### config.mk
export PLATFORM = sky130hd
export DESIGN_NAME = wkt_timer_irq
export DESIGN_NICKNAME = d
export VERILOG_FILES = /design/src/core/wkt_pkg.sv /design/src/core/wkt_timer_irq.sv
export SDC_FILE = /design/constraint.sdc
export NUM_CORES = 1
export LEC_CHECK = 0
export BUFFER_PORTS_ARGS = -buffer_cell sky130_fd_sc_hd__clkbuf_2
export CAP_MARGIN = 30
export CORE_ASPECT_RATIO = 1.75
export CORE_MARGIN = 2
export CORE_UTILIZATION = 50
export CTS_BUF_LIST = sky130_fd_sc_hd__clkbuf_8
export DETAILED_ROUTE_END_ITERATION = 8
export PLACE_DENSITY = 0.64
export SETUP_SLACK_MARGIN = 0.02
export SLEW_MARGIN = 40
export SYNTH_ARGS = -nofsm -noshare
export SYNTH_HDL_FRONTEND = slang
export SYNTH_SLANG_ARGS = --single-unit
### constraint.sdc
create_clock -name clk -period 4.2 [get_ports clk]
set_input_delay 0.21 -clock clk [delete_from_list [all_inputs] [get_ports clk]]
set_output_delay 0.21 -clock clk [all_outputs]
set_load 0.05 [all_outputs]
### src/core/wkt_pkg.sv
package wkt_pkg;

  localparam int ADDR_W = 8;
  localparam int DATA_W = 8;

  // register byte offsets
  localparam logic [7:0] TIMER_CONFIG_OFF = 8'h39;
  localparam logic [7:0] IRQ_A_ROUTE_UPPER_OFF = 8'h3a;
  localparam logic [7:0] IRQ_B_ROUTE_UPPER_OFF = 8'h3b;
  localparam logic [7:0] SECONDARY_FLAG_OFF = 8'h40;
  localparam logic [7:0] EVT_STATUS_OFF = 8'h41;
  localparam logic [7:0] EVT_CLEAR_OFF = 8'h42;
  localparam logic [7:0] EVT_ENABLE_OFF = 8'h43;

  // reset values and routing register write mask
  localparam logic [7:0] TIMER_CONFIG_RST = 8'h00;
  localparam logic [7:0] ROUTE_RST = 8'h00;
  localparam logic [7:0] ROUTE_WR_MASK = 8'hdf;
  localparam logic [7:0] RDATA_RST = 8'h00;

  // secondary flag register: heartbeat expiry bit
  localparam int HEARTBEAT_FLAG_BIT = 4;

  // interrupt status layout
  localparam int EVT_W = 2;
  localparam int EVT_WAKE_BIT = 0;
  localparam int EVT_HEARTBEAT_BIT = 1;

  // heartbeat selector limits
  localparam logic [4:0] HEARTBEAT_OFF_CODE = 5'h00;
  localparam logic [4:0] HEARTBEAT_MAX_CODE = 5'h14;
  localparam int HEARTBEAT_CNT_W = 21;

  // timing: one base tick is the shortest wake-up interval
  localparam int CLK_PERIOD_PS = 4000;
  localparam int WAKE_BASE_MS = 80;
  localparam longint WAKE_BASE_PS = longint'(WAKE_BASE_MS) * 1000000000;
  localparam int WAKE_BASE_CYCLES = int'(WAKE_BASE_PS / CLK_PERIOD_PS);
  localparam int WAKE_CNT_W = 4;

  typedef struct packed {
    logic [1:0] sample_interval_sel;
    logic spare;
    logic [4:0] heartbeat_sel;
  } wkt_timer_cfg_s;

  // event sources, laid out as the routing register bits
  typedef struct packed {
    logic trim_fault;
    logic config_fault;
    logic reserved;
    logic heartbeat;
    logic aux_high;
    logic aux_low;
    logic double_knock;
    logic single_knock;
  } wkt_irq_src_s;

  typedef struct packed {
    logic [ADDR_W-1:0] addr;
    logic [DATA_W-1:0] wdata;
    logic wr;
    logic rd;
  } wkt_reg_req_s;

  typedef enum logic [1:0] {
    WKT_HB_OFF = 2'b01,
    WKT_HB_RUN = 2'b10
  } wkt_hb_state_e;

endpackage

### src/core/wkt_timer_irq.sv
`timescale 1ns/1ps
`default_nettype none

// Notes on behaviour
// RULE_01 - interval select gives 80/160/320/640 ms
// RULE_02 - heartbeat code zero disables the timer
// RULE_03 - codes 1..11 double from 160 ms
// RULE_04 - codes 12..20 keep doubling to 23.3 h
// RULE_05 - heartbeat expiry sets secondary flag bit 4
// RULE_06 - reading secondary flags clears expiry bit
// RULE_07 - expiry routable to either interrupt output
// RULE_08 - route bit 7 gates trim fault
// RULE_09 - route bit 6 gates config fault
// RULE_10 - route bit 4 gates heartbeat expiry
// RULE_11 - route bit 3 gates aux high event
// RULE_12 - route bit 2 gates aux low event
// RULE_13 - route bit 1 gates double knock
// RULE_14 - route bit 0 gates single knock
// RULE_15 - interrupt output ORs all routed sources
// RULE_16 - host writes codes up to 20 only
module wkt_timer_irq
  import wkt_pkg::*;
#(
  parameter int BASE_CYCLES = WAKE_BASE_CYCLES
)
(
  input wire logic clk,
  input wire logic rst,
  input wire wkt_reg_req_s req,
  output logic [DATA_W-1:0] rdata,
  input wire wkt_irq_src_s ext_events,
  output logic wake_sample,
  output logic irq_out_a,
  output logic irq_out_b,
  output logic irq_out
);

  function automatic logic hit(input logic [ADDR_W-1:0] a,
                               input logic [7:0] off);
    hit = (a == off);
  endfunction

  // wake period in base ticks: 1, 2, 4 or 8
  function automatic logic [WAKE_CNT_W-1:0] wake_last(input logic [1:0] s);
    wake_last = WAKE_CNT_W'((1 << s) - 1);
  endfunction

  // heartbeat period in base ticks: 2**code (code 1 = 160 ms)
  function automatic logic [HEARTBEAT_CNT_W-1:0] hb_last(
    input logic [4:0] c);
    hb_last = HEARTBEAT_CNT_W'((1 << c) - 1);
  endfunction

  wkt_timer_cfg_s timer_config;
  wkt_irq_src_s irq_a_route_upper;
  wkt_irq_src_s irq_b_route_upper;
  logic heartbeat_flag;
  logic [EVT_W-1:0] evt_status;
  logic [EVT_W-1:0] evt_enable;
  logic [31:0] base_cnt;
  logic [WAKE_CNT_W-1:0] wake_cnt;
  logic [HEARTBEAT_CNT_W-1:0] hb_cnt;
  wkt_hb_state_e hb_state;
  wkt_hb_state_e next_hb_state;

  // address decode
  wire wr_timer = req.wr && hit(req.addr, TIMER_CONFIG_OFF);
  wire wr_route_a = req.wr && hit(req.addr, IRQ_A_ROUTE_UPPER_OFF);
  wire wr_route_b = req.wr && hit(req.addr, IRQ_B_ROUTE_UPPER_OFF);
  wire wr_evt_clear = req.wr && hit(req.addr, EVT_CLEAR_OFF);
  wire wr_evt_enable = req.wr && hit(req.addr, EVT_ENABLE_OFF);
  wire rd_secondary = req.rd && hit(req.addr, SECONDARY_FLAG_OFF);

  // base tick prescaler
  wire base_tick = (base_cnt == 32'(BASE_CYCLES - 1));
  wire [31:0] next_base_cnt = (base_tick || wr_timer) ? 32'h0 :
                              base_cnt + 32'h1;

  // wake-up sample timer
  wire wake_hit = base_tick &&
    (wake_cnt == wake_last(timer_config.sample_interval_sel)); // RULE_01
  wire [WAKE_CNT_W-1:0] next_wake_cnt =
    (wr_timer || wake_hit) ? '0 :
    base_tick ? wake_cnt + WAKE_CNT_W'(1) : wake_cnt;

  // heartbeat timer
  wire [4:0] hb_code = timer_config.heartbeat_sel;
  wire hb_valid = (hb_code != HEARTBEAT_OFF_CODE) && // RULE_02
                  (hb_code <= HEARTBEAT_MAX_CODE); // RULE_16
  wire hb_expire = (hb_state == WKT_HB_RUN) && base_tick &&
                   (hb_cnt == hb_last(hb_code)); // RULE_03 RULE_04
  wire [HEARTBEAT_CNT_W-1:0] next_hb_cnt =
    (wr_timer || hb_expire || hb_state != WKT_HB_RUN) ? '0 :
    base_tick ? hb_cnt + HEARTBEAT_CNT_W'(1) : hb_cnt;

  always_comb
  begin
    next_hb_state = hb_state;
    case (hb_state)
      WKT_HB_OFF:
      begin
        if (hb_valid)
        begin
          next_hb_state = WKT_HB_RUN;
        end
      end
      WKT_HB_RUN:
      begin
        if (!hb_valid)
        begin
          next_hb_state = WKT_HB_OFF; // RULE_02
        end
      end
      default:
      begin
        next_hb_state = WKT_HB_OFF;
      end
    endcase
  end

  // secondary flag: set wins over the read clear
  wire next_heartbeat_flag = hb_expire ? 1'b1 : // RULE_05
                             rd_secondary ? 1'b0 : // RULE_06
                             heartbeat_flag;

  // interrupt status: events set, write-one clears, set wins
  wire [EVT_W-1:0] evt_set = {hb_expire, wake_hit};
  wire [EVT_W-1:0] evt_clr = wr_evt_clear ? req.wdata[EVT_W-1:0] : '0;
  wire [EVT_W-1:0] next_evt_status = evt_set | (evt_status & ~evt_clr);

  // routed interrupt sources
  wkt_irq_src_s src;
  always_comb
  begin
    src = ext_events;
    src.reserved = 1'b0;
    src.heartbeat = heartbeat_flag; // RULE_07
  end

  // RULE_08 RULE_09 RULE_10 RULE_11 RULE_12 RULE_13 RULE_14
  wire [DATA_W-1:0] routed_a = src & irq_a_route_upper;
  wire [DATA_W-1:0] routed_b = src & irq_b_route_upper;

  // read mux
  wire [DATA_W-1:0] secondary_val =
    DATA_W'({heartbeat_flag, {HEARTBEAT_FLAG_BIT{1'b0}}});
  logic [DATA_W-1:0] next_rdata;
  always_comb
  begin
    next_rdata = RDATA_RST;
    if (!req.rd)
    begin
      next_rdata = RDATA_RST;
    end
    else if (hit(req.addr, TIMER_CONFIG_OFF))
    begin
      next_rdata = timer_config;
    end
    else if (hit(req.addr, IRQ_A_ROUTE_UPPER_OFF))
    begin
      next_rdata = irq_a_route_upper;
    end
    else if (hit(req.addr, IRQ_B_ROUTE_UPPER_OFF))
    begin
      next_rdata = irq_b_route_upper;
    end
    else if (hit(req.addr, SECONDARY_FLAG_OFF))
    begin
      next_rdata = secondary_val;
    end
    else if (hit(req.addr, EVT_STATUS_OFF))
    begin
      next_rdata = DATA_W'(evt_status);
    end
    else if (hit(req.addr, EVT_ENABLE_OFF))
    begin
      next_rdata = DATA_W'(evt_enable);
    end
  end

  always_ff @(posedge clk or posedge rst)
  begin
    if (rst)
    begin
      timer_config <= TIMER_CONFIG_RST;
    end
    else if (wr_timer)
    begin
      timer_config <= req.wdata;
    end
  end

  // routing registers; bit 5 is reserved and reads back 0
  always_ff @(posedge clk or posedge rst)
  begin
    if (rst)
    begin
      irq_a_route_upper <= ROUTE_RST;
    end
    else if (wr_route_a)
    begin
      irq_a_route_upper <= req.wdata & ROUTE_WR_MASK;
    end
  end

  always_ff @(posedge clk or posedge rst)
  begin
    if (rst)
    begin
      irq_b_route_upper <= ROUTE_RST;
    end
    else if (wr_route_b)
    begin
      irq_b_route_upper <= req.wdata & ROUTE_WR_MASK;
    end
  end

  // base tick prescaler, restarted by any timer write
  always_ff @(posedge clk or posedge rst)
  begin
    if (rst)
    begin
      base_cnt <= 32'h0;
    end
    else
    begin
      base_cnt <= next_base_cnt;
    end
  end

  // wake interval counter in base ticks
  always_ff @(posedge clk or posedge rst)
  begin
    if (rst)
    begin
      wake_cnt <= '0;
    end
    else
    begin
      wake_cnt <= next_wake_cnt;
    end
  end

  // heartbeat interval counter in base ticks
  always_ff @(posedge clk or posedge rst)
  begin
    if (rst)
    begin
      hb_cnt <= '0;
    end
    else
    begin
      hb_cnt <= next_hb_cnt;
    end
  end

  // heartbeat run state; one extra cycle to start after enabling
  always_ff @(posedge clk or posedge rst)
  begin
    if (rst)
    begin
      hb_state <= WKT_HB_OFF;
    end
    else
    begin
      hb_state <= next_hb_state;
    end
  end

  // expiry flag, cleared by a read of the secondary flags
  always_ff @(posedge clk or posedge rst)
  begin
    if (rst)
    begin
      heartbeat_flag <= 1'b0;
    end
    else
    begin
      heartbeat_flag <= next_heartbeat_flag;
    end
  end

  // sticky interrupt status
  always_ff @(posedge clk or posedge rst)
  begin
    if (rst)
    begin
      evt_status <= '0;
    end
    else
    begin
      evt_status <= next_evt_status;
    end
  end

  // interrupt status enables
  always_ff @(posedge clk or posedge rst)
  begin
    if (rst)
    begin
      evt_enable <= '0;
    end
    else if (wr_evt_enable)
    begin
      evt_enable <= req.wdata[EVT_W-1:0];
    end
  end

  // read data stands for one cycle only
  always_ff @(posedge clk or posedge rst)
  begin
    if (rst)
    begin
      rdata <= RDATA_RST;
    end
    else
    begin
      rdata <= next_rdata;
    end
  end

  // one pulse per wake interval
  always_ff @(posedge clk or posedge rst)
  begin
    if (rst)
    begin
      wake_sample <= 1'b0;
    end
    else
    begin
      wake_sample <= wake_hit;
    end
  end

  // registered so the interrupt pins never glitch
  always_ff @(posedge clk or posedge rst)
  begin
    if (rst)
    begin
      irq_out_a <= 1'b0;
    end
    else
    begin
      irq_out_a <= |routed_a; // RULE_15
    end
  end

  always_ff @(posedge clk or posedge rst)
  begin
    if (rst)
    begin
      irq_out_b <= 1'b0;
    end
    else
    begin
      irq_out_b <= |routed_b; // RULE_07
    end
  end

  // summary interrupt follows the status in the cycle it is set
  always_ff @(posedge clk or posedge rst)
  begin
    if (rst)
    begin
      irq_out <= 1'b0;
    end
    else
    begin
      irq_out <= |(next_evt_status & evt_enable);
    end
  end

endmodule

`default_nettype wire

==> impl_metrics.py <==
metrics = {
    "run_status": {
        "outcome": "finished, final reports clean",
    },
    "floorplan": {
        "die_area_um2": 12400,
        "die_h_um": 146,
        "chipWidth_um": 84.9,
        "std_cell_rows": 51,
        "initial_utilization_pct": 51.3,
        "core_area_um2": 11200,
        "pin_count": 40,
    },
    "drt": {
        "vias": 4674,
        "drt-total-wl_um": 13600,
        "viasPerCell": 6.07,
        "drtAntennaViolNets": 0,
        "wl_per_cell_um": 17.7,
        "first_iter_violations": 241,
        "firstDrtPassIters": 5,
        "remaining_drc_errors": 0,
    },
    "global_route": {
        "grt_pass1_vias": 4843,
        "grt_max_degree": 74,
        "grt_overflow_total": 0,
        "grt_pass1_wl_um": 23300,
        "antenna_found_initial": 0,
        "gr-usage-all-layers_pct": 23.2,
    },
    "synth": {
        "synth_nets": 634,
        "syn_area_um2": 5730,
        "ys_seq_area_share_pct": 42.8,
        "async_flop_share_pct": 100,
        "synth-main-ff-cell": "dfrtp_1",
        "ys_seq_elements": 98,
        "syn_avg_cell_area_um2": 9.52,
        "synthDistinctLibCells": 67,
        "ys_warn_count": 0,
        "synth-edff-count": 0,
        "synthCells": 602,
    },
    "critical_path": {
        "crit_fanout": 22,
        "crit_path_end_kind": "flip-flop",
        "critPathArrivalTime_ps": 3790,
        "crit_type": "reg2reg",
        "r2r_cells": 10,
        "required_ps": 4520,
        "cp-start-kind": "flip-flop",
    },
    "job": {
        "timing.max_cap.violations": 0,
    },
    "sta": {
        "clock_skew_ps": 14.2,
        "hold_viol": 0,
        "rsz0062_at_grt": "false",
        "fmax_mhz": 288,
        "relSlewSlack_pct": 42.1,
        "period_share_pct": 82.7,
        "period_needed_ps": 3470,
        "fin_tns_setup_ps": 0,
        "setup_violations": 0,
        "setup_ws_ps": 727,
        "maxSlewViolCount": 0,
        "tightest_slew_ps": 869,
    },
    "cts": {
        "cts_sinks": 98,
        "numCtsBuffers": 9,
        "cts_tree": "yes",
        "htreeDepth": 3,
        "clock-root-buffer": "clkbuf_8",
        "clk_pin_slew_ps": 110,
        "clock_tree.buffer_depth": 2,
        "clkLatencyLatePin_ps": 380,
    },
    "layout": {
        "nets": 665,
        "area_growth_pct": 8.54,
        "drive_above_1_share_pct": 19.1,
        "num_antenna_cells": 0,
    },
    "worst_hold_path": {
        "min_path_type": "in2reg",
        "hold_depth": 3,
    },
    "placement": {
        "gp_congestion": 0.883,
        "hpwlAfterDp_um": 9970,
        "place_ws_ps": 799,
        "numPortBuffers": 37,
    },
    "power_and_ir_drop": {
        "power-per-cell-area_nw_per_um2": 308,
        "ir_drop_v": 0.000223,
        "leakage_uw": 0.00267,
    },
}
## path summary, 6_finish.rpt
check | startpoint | end | slack (ps)
hold reg to reg | base_cnt[0] | base_cnt[0] | 470
setup / recovery | hb_code[0] | evt_status[1] | 730
max in group asynchronous | rst | hb_state[0] | 2890
setup reg to reg | hb_code[0] | evt_status[1] | 730
min in group asynchronous | rst | base_cnt[5] | 470
hold / removal | req[7] | timer_config[5] | 40
## final cells by class
type,instances,area [um^2]
Fill cell,1012,4950
Tap cell,132,165
Timing Repair Buffer,51,293
Inverter,17,68.8
Multi-Input combinational cell,456,3050
Sequential cell,98,2450
Clock buffer,9,124
Clock inverter,7,65.1
## cells by family (layout without fill, tap and decap cells)
| logic type | Yosys count | count (layout) | synth area share (%) |
|---|---|---|---|
| and+or+nand+nor | 270 | 270 | 26.6 |
| xor gates and xnor gates | 66 | 66 | 10.1 |
| adders and majority gates | 4 | 4 | 0.874 |
| buffers and inverters | 48 | 84 | 4.00 |
| muxes | 24 | 24 | 4.56 |
| DFF | 98 | 98 | 42.8 |
| AOI/OAI and AO/OA | 92 | 92 | 11.1 |
## cell usage in the layout, fill, tap and decap left out, drive strengths merged, types with 3 or more instances in the layout
master   count
mux2i        7
or3          3
or2          5
ha           4
nand3       34
dfrtp       97
inv         22
nor3        39
o21ai       19
xnor2       36
and3        14
nor2        59
nand2       52
nand2b       3
nand4       15
and2        11
mux2        17
a221oi       3
a211oi       8
nor4b        9
a21oi       20
buf         13
a22oi        7
nor4        14
a2111oi      5
xor2        30
clkbuf      46
## registers in the layout, indices dropped and copies added (netlist names)
signal,count
base_cnt,32
evt_enable,2
evt_status,2
hb_cnt,21
hb_code,5
hb_state,2
heartbeat_flag,1
irq_a_route_upper,7
irq_b_route_upper,7
irq_out,1
irq_out_a,1
irq_out_b,1
rdata,8
timer_config,3
wake_cnt,4
wake_sample,1
## metal layers
metal	wire length, um	global-route usage (%)
met1	5370	27.2
met4	370	9.21
met2	7400	42.0
met5	0	0
met3	484	2.95
## report_power, final
| group | internal (uW) | switching [uW] | leakage [uW] |
|---|---|---|---|
| combinational | 104 | 163 | 0.00126 |
| sequential | 1000 | 47.6 | 0.00131 |
| clock | 233 | 368 | 0.000100 |
## what timing repair did
item | 4_1_cts | 5_1_grt
setup buffers | 0 | 0
hold endpoints to repair | 72 | 0
resized for setup | 0 | 0
hold buffers | 1 | 0
## cells in the mapped netlist (10+ instances only)
cell type / count / area share, %
buf_2: 10 / 0.87
nor3_1: 17 / 1.5
nand4_1: 15 / 1.6
inv_1: 16 / 1.0
and3_1: 14 / 1.5
nor4_1: 13 / 1.4
dfrtp_1: 97 / 42
a21oi_1: 20 / 1.7
nand2_1: 52 / 3.4
o21ai_0: 19 / 1.7
xnor2_1: 36 / 5.5
nor3_2: 21 / 3.7
xor2_1: 30 / 4.6
nand3_1: 34 / 3.0
mux2_2: 17 / 3.3
and2_1: 10 / 1.1
nor2_1: 59 / 3.9
clkbuf_1: 17 / 1.1
## critical path, stage by stage, from the launching register on
cell	delay [ps]
dfrtp_1	390
nor4_1	440
nand2_1	190
ha_1	250
buf_4	200
inv_1	210
o31ai_1	120
or4_4	500
nor4_4	340
and4b_4	580
or2_2	190
## per-stage QoR
step | hold slack, ps | std cells | power [uW] | area, um^2 | utilization, %
CTS | 28.9 | 770 | 1940 | 6220 | 55.7
detailed placement | 367 | 753 | 1330 | 6020 | 53.9
finish | 41.9 | 770 | 1920 | 6220 | 55.7
global placement | 427 | 753 | 1320 | 6010 | 53.9
floorplan | 315 | 602 | 1250 | 5730 | -
global route | 39.6 | 770 | 2000 | 6220 | 55.7
No activity file was read; power rests on OpenSTA's default activity.
